**src/hbc_defines.svh**
```systemverilog
// timing constants for the motor bridge host controller
// assumes a 25 MHz system clock; the ns figures are plain defaults
`ifndef HBC_DEFINES_SVH
`define HBC_DEFINES_SVH
`define HBC_CLK_PERIOD_NS 40
`define HBC_WAKE_HOLD_NS 100000
`define HBC_AUTOSLEEP_DELAY_NS 100000
`define HBC_SUPPLY_SETTLE_NS 40000
`define HBC_TIMER_W 12
`define HBC_DUTY_W 8
`define HBC_PWM_TOP 8'hFE
`endif

```
**src/hbc_pkg.sv**
```systemverilog
// types and cycle arithmetic for the motor bridge host controller
// assumes hbc_defines.svh is on the include path
`include "hbc_defines.svh"
package hbc_pkg;
  typedef enum logic [5:0] {
    HBC_ST_OFF = 6'h01,
    HBC_ST_SETTLE = 6'h02,
    HBC_ST_WAKE = 6'h04,
    HBC_ST_RUN = 6'h08,
    HBC_ST_DOZE = 6'h10,
    HBC_ST_ASLEEP = 6'h20
  } hbc_state_type;

  typedef enum logic [1:0] {
    HBC_MODE_PWM = 2'h0,
    HBC_MODE_PHEN = 2'h1,
    HBC_MODE_HALF = 2'h2
  } hbc_mode_type;

  // least time in ns to whole cycles, rounded up, at least one
  function automatic logic [`HBC_TIMER_W-1:0] hbc_cycles(input int ns);
    int c;
    c = (ns + `HBC_CLK_PERIOD_NS - 1) / `HBC_CLK_PERIOD_NS;
    if (c < 1) begin
      c = 1;
    end
    return `HBC_TIMER_W'(c);
  endfunction
endpackage

```
**src/hbc_pwm.sv**
```systemverilog
// free running pwm generator for the bridge control inputs
// assumes duty is a steady level from the same clock domain
`timescale 1ns/1ps
`include "hbc_defines.svh"
module hbc_pwm
  import hbc_pkg::*;
(
  input wire logic sys_clk_i,
  input wire logic rst_n_i,
  input wire logic [`HBC_DUTY_W-1:0] duty_i,
  output logic pwm_o
);
  logic [`HBC_DUTY_W-1:0] cnt;

  // period of top+1 steps so that full scale duty gives 100%
  always_ff @(posedge sys_clk_i) begin
    if (!rst_n_i) begin
      cnt <= '0;
    end else if (cnt == `HBC_PWM_TOP) begin
      cnt <= '0;
    end else begin
      cnt <= cnt + `HBC_DUTY_W'(1);
    end
  end

  always_ff @(posedge sys_clk_i) begin
    if (!rst_n_i) begin
      pwm_o <= 1'b0;
    end else begin
      pwm_o <= (cnt < duty_i);
    end
  end
endmodule // hbc_pwm

```
**src/hbc_host.sv**
```systemverilog
// host controller driving a brushed-motor h-bridge through its pins
// assumes user inputs come from the same clock; mode pin is tri-level
`timescale 1ns/1ps
`include "hbc_defines.svh"
// Contract
// device wakes on non-sleep input states
// hold inputs high past wake time
// supply on first, then wake hold
// device ignores inputs below supply threshold
// device disables bridge on any fault
// device recovers from faults by itself
// floating mode pin selects half-bridge
// each half-bridge used low or high side
// mode high selects phase/enable, pwm on enable
// phase input sets drive direction
// enable low past delay enters sleep
// parallel mode ties both inputs together
// default mode pin tied low
// drive all inputs low in sleep
// overcurrent retries after delay, repeats
// half-bridge overcurrent hits one side only
// shared retry timer, second event restarts
// phase/enable autosleep brakes, then high-z
// disabled output turns off both switches
module hbc_host
  import hbc_pkg::*;
(
  input wire logic sys_clk_i,
  input wire logic rst_n_i,
  input wire logic run_i,
  input wire logic supply_sleep_i,
  input wire hbc_mode_type mode_sel_i,
  input wire logic parallel_i,
  input wire logic dir_i,
  input wire logic [1:0] half_en_i,
  input wire logic [`HBC_DUTY_W-1:0] duty_i,
  output logic control_input_a_o,
  output logic control_input_b_o,
  output logic mode_pin_o,
  output logic mode_pin_oe_o,
  output logic logic_supply_o,
  output logic awake_o,
  output logic asleep_o
);
  localparam logic [`HBC_TIMER_W-1:0] WAKE_CYC =
    hbc_cycles(`HBC_WAKE_HOLD_NS) + `HBC_TIMER_W'(1);
  localparam logic [`HBC_TIMER_W-1:0] DOZE_CYC =
    hbc_cycles(`HBC_AUTOSLEEP_DELAY_NS) + `HBC_TIMER_W'(1);
  localparam logic [`HBC_TIMER_W-1:0] SETTLE_CYC = hbc_cycles(`HBC_SUPPLY_SETTLE_NS);

  hbc_state_type st;
  hbc_state_type next_st;
  hbc_mode_type mode;
  logic par;
  logic [`HBC_TIMER_W-1:0] timer;
  logic pwm;
  logic next_a;
  logic next_b;
  logic next_oe;
  logic next_mode;

  hbc_pwm hbc_pwm_i (
    .sys_clk_i(sys_clk_i),
    .rst_n_i(rst_n_i),
    .duty_i(duty_i),
    .pwm_o(pwm)
  );

  always_comb begin
    next_st = st;
    case (st)
      HBC_ST_OFF: begin
        if (run_i) begin
          next_st = HBC_ST_SETTLE;
        end
      end
      // wait for supply threshold
      HBC_ST_SETTLE: begin
        if (timer == '0) begin
          next_st = HBC_ST_WAKE;
        end
      end
      HBC_ST_WAKE: begin
        if (timer == '0) begin
          next_st = HBC_ST_RUN;
        end
      end
      HBC_ST_RUN: begin
        if (!run_i) begin
          next_st = supply_sleep_i ? HBC_ST_OFF : HBC_ST_DOZE;
        end
      end
      // device needs the full delay
      HBC_ST_DOZE: begin
        if (timer == '0) begin
          next_st = HBC_ST_ASLEEP;
        end
      end
      // any non-sleep input wakes it
      HBC_ST_ASLEEP: begin
        if (run_i) begin
          next_st = HBC_ST_WAKE;
        end
      end
      default: next_st = HBC_ST_OFF;
    endcase
  end

  always_ff @(posedge sys_clk_i) begin
    if (!rst_n_i) begin
      st <= HBC_ST_OFF;
    end else begin
      st <= next_st;
    end
  end

  // wake hold length per state entry
  always_ff @(posedge sys_clk_i) begin
    if (!rst_n_i) begin
      timer <= '0;
    end else if (next_st != st) begin
      case (next_st)
        HBC_ST_SETTLE: timer <= SETTLE_CYC;
        HBC_ST_WAKE: timer <= WAKE_CYC;
        HBC_ST_DOZE: timer <= DOZE_CYC;
        default: timer <= '0;
      endcase
    end else if (timer != '0) begin
      timer <= timer - `HBC_TIMER_W'(1);
    end
  end

  // mode changes only take effect through a wake, never mid-run
  always_ff @(posedge sys_clk_i) begin
    if (!rst_n_i) begin
      mode <= HBC_MODE_PWM;
      par <= 1'b0;
    end else if (st == HBC_ST_OFF || st == HBC_ST_ASLEEP) begin
      mode <= mode_sel_i;
      par <= parallel_i;
    end
  end

  always_comb begin
    next_a = 1'b0;
    next_b = 1'b0;
    next_oe = 1'b1;
    next_mode = 1'b0;
    case (st)
      HBC_ST_WAKE: begin
        next_a = (mode == HBC_MODE_PHEN) ? dir_i : 1'b1;
        next_b = (mode == HBC_MODE_HALF) ? par : 1'b1;
      end
      HBC_ST_RUN: begin
        case (mode)
          // slow decay keeps one input high so no autosleep at low duty
          HBC_MODE_PWM: begin
            next_a = dir_i ? 1'b1 : ~pwm;
            next_b = dir_i ? ~pwm : 1'b1;
          end
          // phase on input a, enable carries pwm
          HBC_MODE_PHEN: begin
            next_a = dir_i;
            next_b = pwm;
          end
          // each side switched by its own input
          HBC_MODE_HALF: begin
            next_a = half_en_i[0] & pwm;
            // parallel copies side a
            next_b = par ? (half_en_i[0] & pwm) : (half_en_i[1] & pwm);
          end
          default: begin
            next_a = 1'b0;
            next_b = 1'b0;
          end
        endcase
      end
      // all inputs low asleep
      default: begin
        next_a = 1'b0;
        next_b = 1'b0;
      end
    endcase
    // float the pin for half-bridge in every state except off and asleep
    if (st != HBC_ST_OFF && st != HBC_ST_ASLEEP) begin
      next_oe = (mode != HBC_MODE_HALF);
      // drive high for phase/enable
      // pwm leaves pin low
      next_mode = (mode == HBC_MODE_PHEN);
    end
  end

  always_ff @(posedge sys_clk_i) begin
    if (!rst_n_i) begin
      control_input_a_o <= 1'b0;
      control_input_b_o <= 1'b0;
      mode_pin_o <= 1'b0;
      mode_pin_oe_o <= 1'b1;
      logic_supply_o <= 1'b0;
      awake_o <= 1'b0;
      asleep_o <= 1'b0;
    end else begin
      control_input_a_o <= next_a;
      control_input_b_o <= next_b;
      mode_pin_o <= next_mode;
      mode_pin_oe_o <= next_oe;
      // supply rises before any wake activity
      logic_supply_o <= (next_st != HBC_ST_OFF);
      awake_o <= (next_st == HBC_ST_RUN);
      // follows st like the pins, so sleep never shows with inputs still high
      asleep_o <= (st == HBC_ST_OFF) || (st == HBC_ST_ASLEEP);
    end
  end

  // helper counters seen only by the checks
  logic [`HBC_TIMER_W-1:0] hold_cnt;
  logic [`HBC_TIMER_W-1:0] sup_cnt;
  always_ff @(posedge sys_clk_i) begin
    if (!rst_n_i || !(control_input_a_o || control_input_b_o)) begin
      hold_cnt <= '0;
    end else if (hold_cnt != '1) begin
      hold_cnt <= hold_cnt + `HBC_TIMER_W'(1);
    end
  end
  always_ff @(posedge sys_clk_i) begin
    if (!rst_n_i || !logic_supply_o) begin
      sup_cnt <= '0;
    end else if (sup_cnt != '1) begin
      sup_cnt <= sup_cnt + `HBC_TIMER_W'(1);
    end
  end
endmodule // hbc_host

```
**config.mk**
```make
export PLATFORM = sky130hd
export DESIGN_NAME = hbc_host
export DESIGN_NICKNAME = d
export VERILOG_FILES = /design/src/hbc_pkg.sv /design/src/hbc_pwm.sv /design/src/hbc_host.sv
export VERILOG_INCLUDE_DIRS = /design/src
export SDC_FILE = /design/constraint.sdc
export NUM_CORES = 1
export LEC_CHECK = 0
export ABC_CLOCK_PERIOD_IN_PS = 2900
export CAP_MARGIN = 20
export CELL_PAD_IN_SITES_DETAIL_PLACEMENT = 2
export CELL_PAD_IN_SITES_GLOBAL_PLACEMENT = 2
export CORE_UTILIZATION = 39
export DETAILED_ROUTE_END_ITERATION = 7
export DONT_BUFFER_PORTS = 1
export GPL_ROUTABILITY_DRIVEN = 1
export GPL_TIMING_DRIVEN = 0
export PLACE_DENSITY = 0.87
export SLEW_MARGIN = 5
export SYNTH_ARGS = -nofsm -noshare
export SYNTH_HDL_FRONTEND = slang
export SYNTH_SLANG_ARGS = --single-unit
```
**constraint.sdc**
```tcl
create_clock -name sys_clk_i -period 2.9 [get_ports sys_clk_i]
set_input_delay 0 -clock sys_clk_i [delete_from_list [all_inputs] [get_ports sys_clk_i]]
set_output_delay 0 -clock sys_clk_i [all_outputs]
set_load 0.02 [all_outputs]
```
# --- Word level (Yosys, flattened, before mapping) ---
# Cells that the tools add are included.
# W data, S select, Z words.
totals:
  input_bits: 18
  romBits: 0
  ff_bits: 37
  latch_bits: 0
  word_cells: 67
  n_memories: 0
  ram_bits: 0
  output_inout_bits: 7
op_classes:
  n_mux: 20
  n_div: 0
  n_eq_ne: 18
  shifts: 0
  multipliers: 0
  n_addsub: 2
  magnitude_cmp: 1
  reduce_logical: 9
  bitwise: 4
op_table:
  columns: ["operator", "n"]
  rows:
  - ["$mux W6", 6]
  - ["$pmux W6 S6", 1]
  - ["$mux W12", 2]
  - ["$pmux W12 S2", 1]
  - ["$eq A6 B2 Y1 const B", 2]
  - ["$eq A6 B3 Y1 const B", 2]
  - ["$eq A6 B4 Y1 const B", 2]
  - ["$eq A6 B5 Y1 const B", 2]
  - ["$logic_not A12 Y1", 1]
  - ["$ne A6 B1 Y1 const B", 2]
  - ["$reduce_bool A12 Y1", 1]
  - ["$sub A12 B1 Y12 const B", 1]
  - ["$add A8 B1 Y8 const B", 1]
  - ["$eq A8 B8 Y1 const B", 1]
  - ["$lt A8 B8 Y1", 1]
  - ["$eq A6 B1 Y1 const B", 1]
  - ["$eq A6 B6 Y1 const B", 1]
  - ["$ne A6 B6 Y1", 1]
  - ["$ne A6 B6 Y1 const B", 1]
  - ["$pmux W1 S3", 2]
  - ["$mux W1", 5]
  - ["$mux W5", 1]
  - ["$pmux W1 S2", 2]
  - ["$reduce_or A2 Y1", 2]
  - ["other kinds (10)", 12]

# --- Longest topological paths before layout ---
depth:
  depth_word: 7
  mapped_depth: 9
  ltp_nobuf: 8

# --- Cells and area by module ---
# A second synthesis with hierarchy kept.
unflattened:
  hier_cells: 248
  area_unflattened_um2: 2120.8
by_module_without_submodules:
  columns: ["mod", "area_each_um2", "instances", "cells_each", "seq_area_each_um2"]
  rows:
  - ["hbc_host", 1564.0, 1, 184, 560.5]
  - ["hbc_pwm", 556.8, 1, 64, 180.2]

# --- Worst setup path after synthesis ---
# OpenSTA, ideal clock, no wires.
synth_path:
  path_kind: "register to register"
  from: "reg timer[0]"
  to: "reg timer[1]"
  setup_slack_ns: 0.833
  path_stages_with_launch: 9
  synth_period_minus_slack_ns: 2.067
  setup_ns: 0.100
  path_buffers: 0
  arrival_ns: 1.967
  required_ns: 2.800
  cell_sequence: "dfxtp_1 inv_1 ha_1 nor4b_4 nand4b_2 a21oi_1 nor4_4 nand3_2 a2111oi_4"
synth_between:
  elab_chain_len: 5
  word_cells_on_any_way: 11
  classes_between: "1 x add/sub; 1 x eq/ne; 6 x mux; 3 x reduce/logical"
synth_lines:
  columns: ["element", "line", "source"]
  rows:
  - ["start, declared", "hbc_host.sv:55", "logic [`HBC_TIMER_W-1:0] timer;"]
  - ["start signal, assigned", "hbc_host.sv:129", "timer <= timer - `HBC_TIMER_W'(1);"]
  - ["$logic_not A12 Y1", "hbc_host.sv:79, hbc_host.sv:84, hbc_host.sv:95", null]
  - ["$mux W6 (on tied branches)", "hbc_host.sv:95, hbc_host.sv:79, hbc_host.sv:84", null]
  - ["$pmux W6 S6", "hbc_host.sv:71", "case (st)"]
  - ["$ne A6 B6 Y1", "hbc_host.sv:121", "end else if (next_st != st) begin"]
  - ["$mux W12 or $reduce_bool A2 Y1 (tied branches)", null, null]
# Parallel ways exist; a longest one is shown, timed or not. The select of a mux whose other input is x is not followed.
# A chain may end at the register's enable or synchronous reset.

# --- Worst setup path in the final report ---
# Same ends and word-level chain as after synthesis.

==> impl_metrics.xml <==
<?xml version="1.0" encoding="UTF-8"?>
<metrics>
  <group name="worst_hold_path">
    <metric name="worst_hold_path_type" unit="">input pin to flop</metric>
  </group>
  <group name="clock_network">
    <metric name="cts_buffers" unit="">5</metric>
    <metric name="tritoncts" unit="">done</metric>
    <metric name="post_cts_resize_count" unit="">0</metric>
    <metric name="clk_latency" unit="ps">290</metric>
    <metric name="htree_levels" unit="">2</metric>
    <metric name="clockBufferDepth" unit="">2</metric>
    <metric name="post-cts-setup-buffer-count" unit="">0</metric>
    <metric name="clock_sink_count" unit="">37</metric>
    <metric name="root_buffer" unit="">clkbuf_8</metric>
    <metric name="cts.reportedPaths.clkPinSlew" unit="ps">80</metric>
  </group>
  <group name="synthesis">
    <metric name="async_reset_ff_share" unit="%">0</metric>
    <metric name="synth_area" unit="mm^2">0.00219</metric>
    <metric name="syn_avg_cell_area" unit="um^2">8.84</metric>
    <metric name="yosys_most_used_dff" unit="">dfxtp_1</metric>
    <metric name="synthesis.instances" unit="">248</metric>
    <metric name="yosys_register_bits" unit="">37</metric>
    <metric name="synthDominantCellAreaShare" unit="%">33.8</metric>
    <metric name="synth-seq-area-share" unit="%">33.8</metric>
    <metric name="yosysTopAreaCell" unit="">dfxtp_1</metric>
    <metric name="synthTopCellsByArea" unit="">dfxtp_1 (34%), nor2_1 (6.7%), ha_1 (5.7%)</metric>
    <metric name="synth_edf_count" unit="">0</metric>
    <metric name="yosys_warnings" unit="">0</metric>
    <metric name="netlist-cell-type-count" unit="">56</metric>
    <metric name="synthesis.nets" unit="">276</metric>
  </group>
  <group name="placement">
    <metric name="pre_cts_slack" unit="ps">420</metric>
    <metric name="dp_hpwl" unit="mm">4.36</metric>
    <metric name="gp_congestion" unit="">0.789</metric>
    <metric name="port-buffer-count" unit="">0</metric>
    <metric name="numPlacedInstances" unit="">318</metric>
  </group>
  <group name="floorplanning">
    <metric name="start_util" unit="%">41.6</metric>
    <metric name="fp.coreArea" unit="mm^2">0.00527</metric>
    <metric name="num_rows" unit="">26</metric>
    <metric name="die-height" unit="um">77.0</metric>
    <metric name="die-area" unit="mm^2">0.00592</metric>
    <metric name="die_x" unit="um">77.0</metric>
    <metric name="ioPinCount" unit="">25</metric>
  </group>
  <group name="setup_path">
    <metric name="cp_slowest_stage_delay" unit="ps">430</metric>
    <metric name="path_max_fanout" unit="">10</metric>
    <metric name="setup.worst_path.end_class" unit="">flop</metric>
    <metric name="r2r_setup_slack" unit="ps">440</metric>
    <metric name="cp_cell_sequence" unit="">inv_1, ha_1, nor4b_4, nand4b_2, a21oi_1, nor4_4, nand3_2, a2111oi_4</metric>
    <metric name="timing.critical_path.max_delay_family" unit="">simple AND/OR/NAND/NOR gates</metric>
    <metric name="worst-endpoint-required" unit="ps">3090</metric>
    <metric name="timing_worst_setup_path_type" unit="">flop to flop</metric>
    <metric name="path_buf_inv" unit="">1</metric>
    <metric name="timing.critical_path.slowest_stage_cell" unit="">nor4_4</metric>
    <metric name="timing.critical_path.from_type" unit="">flop</metric>
    <metric name="cp_data_arrival_time" unit="ps">2650</metric>
  </group>
  <group name="route">
    <metric name="vias" unit="">1865</metric>
    <metric name="dr.pass1.iters" unit="">4</metric>
    <metric name="routedWlPerCell" unit="um">20.3</metric>
    <metric name="detail-route-antenna-nets" unit="">0</metric>
    <metric name="initialDrtViolationCount" unit="">91</metric>
    <metric name="drcViolationCount" unit="">0</metric>
    <metric name="postRouteWirelength" unit="mm">6.69</metric>
    <metric name="vias_per_cell" unit="">5.65</metric>
  </group>
  <group name="finish">
    <metric name="fillCellCount" unit="">599</metric>
    <metric name="final_common_cell" unit="">nor2_1</metric>
    <metric name="final_cell_count_no_fill" unit="">330</metric>
    <metric name="core_utilization_of_the_finished_layout" unit="%">46.2</metric>
    <metric name="drive_above_1_share" unit="%">11.2</metric>
    <metric name="final_cell_mix" unit="">nor2_1 (39), dfxtp_1 (37), nand2_1 (14), inv_1 (12), nand3_1 (11)</metric>
    <metric name="layout-area-overhead-vs-synth" unit="%">11.1</metric>
    <metric name="layout.nets" unit="">287</metric>
    <metric name="antenna_diode_instance_count" unit="">0</metric>
  </group>
  <group name="power_and_ir_drop">
    <metric name="p_leak" unit="nW">0.997</metric>
    <metric name="power-per-cell-area" unit="mW/mm^2">981</metric>
    <metric name="worst_ir_drop_vdd" unit="V">0.000369</metric>
  </group>
  <group name="global_routing">
    <metric name="grt.overflow.total" unit="">0</metric>
    <metric name="gr-usage-met1" unit="%">29.2</metric>
    <metric name="grt.met2_usage" unit="%">43.4</metric>
    <metric name="gr-usage-all-layers" unit="%">24.3</metric>
    <metric name="grt_util_met3" unit="%">3.57</metric>
    <metric name="via_count_of_the_first_global_routing_pass" unit="">2172</metric>
    <metric name="top_usage_layer" unit="">met2</metric>
    <metric name="grt_first_pass_wirelength" unit="mm">11.3</metric>
    <metric name="grt_start_max_net_pins" unit="">12</metric>
    <metric name="number_of_antenna_violations_at_the_first_check_in_global_routing" unit="">0</metric>
  </group>
  <group name="timing">
    <metric name="post-route-worst-setup-slack" unit="ps">445</metric>
    <metric name="finalSetupViolCount" unit="">0</metric>
    <metric name="setup_repair_after_global_routing_missed_its_margin" unit="">no</metric>
    <metric name="timing.final.hold_violations" unit="">0</metric>
    <metric name="post-route-period-util" unit="%">84.7</metric>
    <metric name="period_minus_slack" unit="ps">2460</metric>
    <metric name="tns" unit="ps">0</metric>
    <metric name="maxSlewHeadroom" unit="%">51.5</metric>
    <metric name="clock.fmax" unit="MHz">407</metric>
    <metric name="slew_at_the_pin_with_the_worst_max_slew_slack" unit="ps">722</metric>
    <metric name="timing.final.max_slew_violations" unit="">0</metric>
    <metric name="finClkSkew" unit="ps">9.37</metric>
    <metric name="fin_worst_hold_slack" unit="ps">24.4</metric>
  </group>
  <group name="run_status">
    <metric name="run_status" unit="">completed</metric>
  </group>
  <group name="job">
    <metric name="timing.max_cap.violations" unit="">0</metric>
  </group>
</metrics>
==> cells in the mapped netlist (4+ instances only) <==
library cell / n
nand3_1: 11
nand4_1: 6
clkbuf_1: 4
ha_1: 10
o21ai_0: 7
a21o_1: 4
dfxtp_1: 37
nor2_1: 39
nand2_1: 14
nand2b_1: 5
mux2i_1: 6
xor2_1: 9
a21oi_1: 7
inv_1: 12
o21bai_1: 4
xnor2_1: 7
nor3_1: 4
==> through the flow <==
| step | area (um^2) | power, W |
|---|---|---|
| floorplan | 2190 | 0.00164 |
| global placement | 2280 | 0.00185 |
| detailed placement | 2280 | 0.00191 |
| CTS | 2440 | 0.00240 |
| global route | 2440 | 0.00256 |
| finish | 2440 | 0.00239 |
==> layout make-up <==
| class | instances | area (um^2) | area share (%) |
|---|---|---|---|
| multi-input cells | 187 | 1330 | 54.5 |
| flip-flops and latches | 37 | 741 | 30.4 |
| well taps | 70 | 87.6 | 3.60 |
| clock buffers | 7 | 86.3 | 3.54 |
| plain buffers | 12 | 78.8 | 3.24 |
| inverters | 12 | 45.0 | 1.85 |
| repair buffers | 4 | 40.0 | 1.64 |
| clock inverters | 1 | 30.0 | 1.23 |
==> where the power goes <==
part / total (W) / internal (W) / leakage, nW / switching [W]
Clock: 0.000469 / 0.000281 / 0.0585 / 0.000189
Sequential: 0.000740 / 0.000614 / 0.303 / 0.000126
Combinational: 0.00118 / 0.000480 / 0.636 / 0.000702
Total: 0.00239 / 0.00137 / 0.997 / 0.00102
==> registers in the layout (all words and copies together), names as in the netlist <==
register and cells:
mode 2, timer 12, hbc_pwm_i.cnt 8, asleep_o 1, logic_supply_o 1, control_input_b_o 1, par 1, hbc_pwm_i.pwm_o 1
mode_pin_o 1, mode_pin_oe_o 1, awake_o 1, control_input_a_o 1, st 6
==> repair_timing <==
item / 4_1_cts / 5_1_grt
setup endpoints to repair: 0 / 0
hold buffers: 4 / 0
endpoints found under the hold margin: 6 / 0
==> path summary, 6_finish.rpt <==
check,startpoint,to,cells past startpoint
worst max-delay path,timer[0],timer[1],8
worst min-delay path,dir_i,control_input_a_o,3
worst max register to register,timer[0],timer[1],8
worst min register to register,hbc_pwm_i.cnt[0],hbc_pwm_i.cnt[0],1
==> layer usage <==
layer | up-vias | routed length, um
li1 | 901 | -
met1 | 924 | 3040
met2 | 29 | 3340
met3 | 11 | 148
met4 | 0 | 156
met5 | - | 0
==> worst reg2reg max path: cells and delay by family (launching register included) <==
| family | cells | cell delay (ps) |
|---|---|---|
| and+or+nand+nor | 4 | 1180 |
| adders and majority gates | 1 | 240 |
| DFF | 1 | 360 |
| AOI/OAI and AO/OA | 2 | 520 |
| buffers and inverters | 1 | 70 |
==> cells by family after synthesis <==
family / Yosys count / share of synthesized area [%]
buffers and inverters: 24 / 5.65
muxes: 6 / 2.74
adders and majority gates: 10 / 5.71
DFF: 37 / 33.8
AOI/OAI and AO/OA: 51 / 18.4
xor gates and xnor gates: 16 / 6.39
and+or+nand+nor: 104 / 27.3
Power figures use the tool's default switching activity.
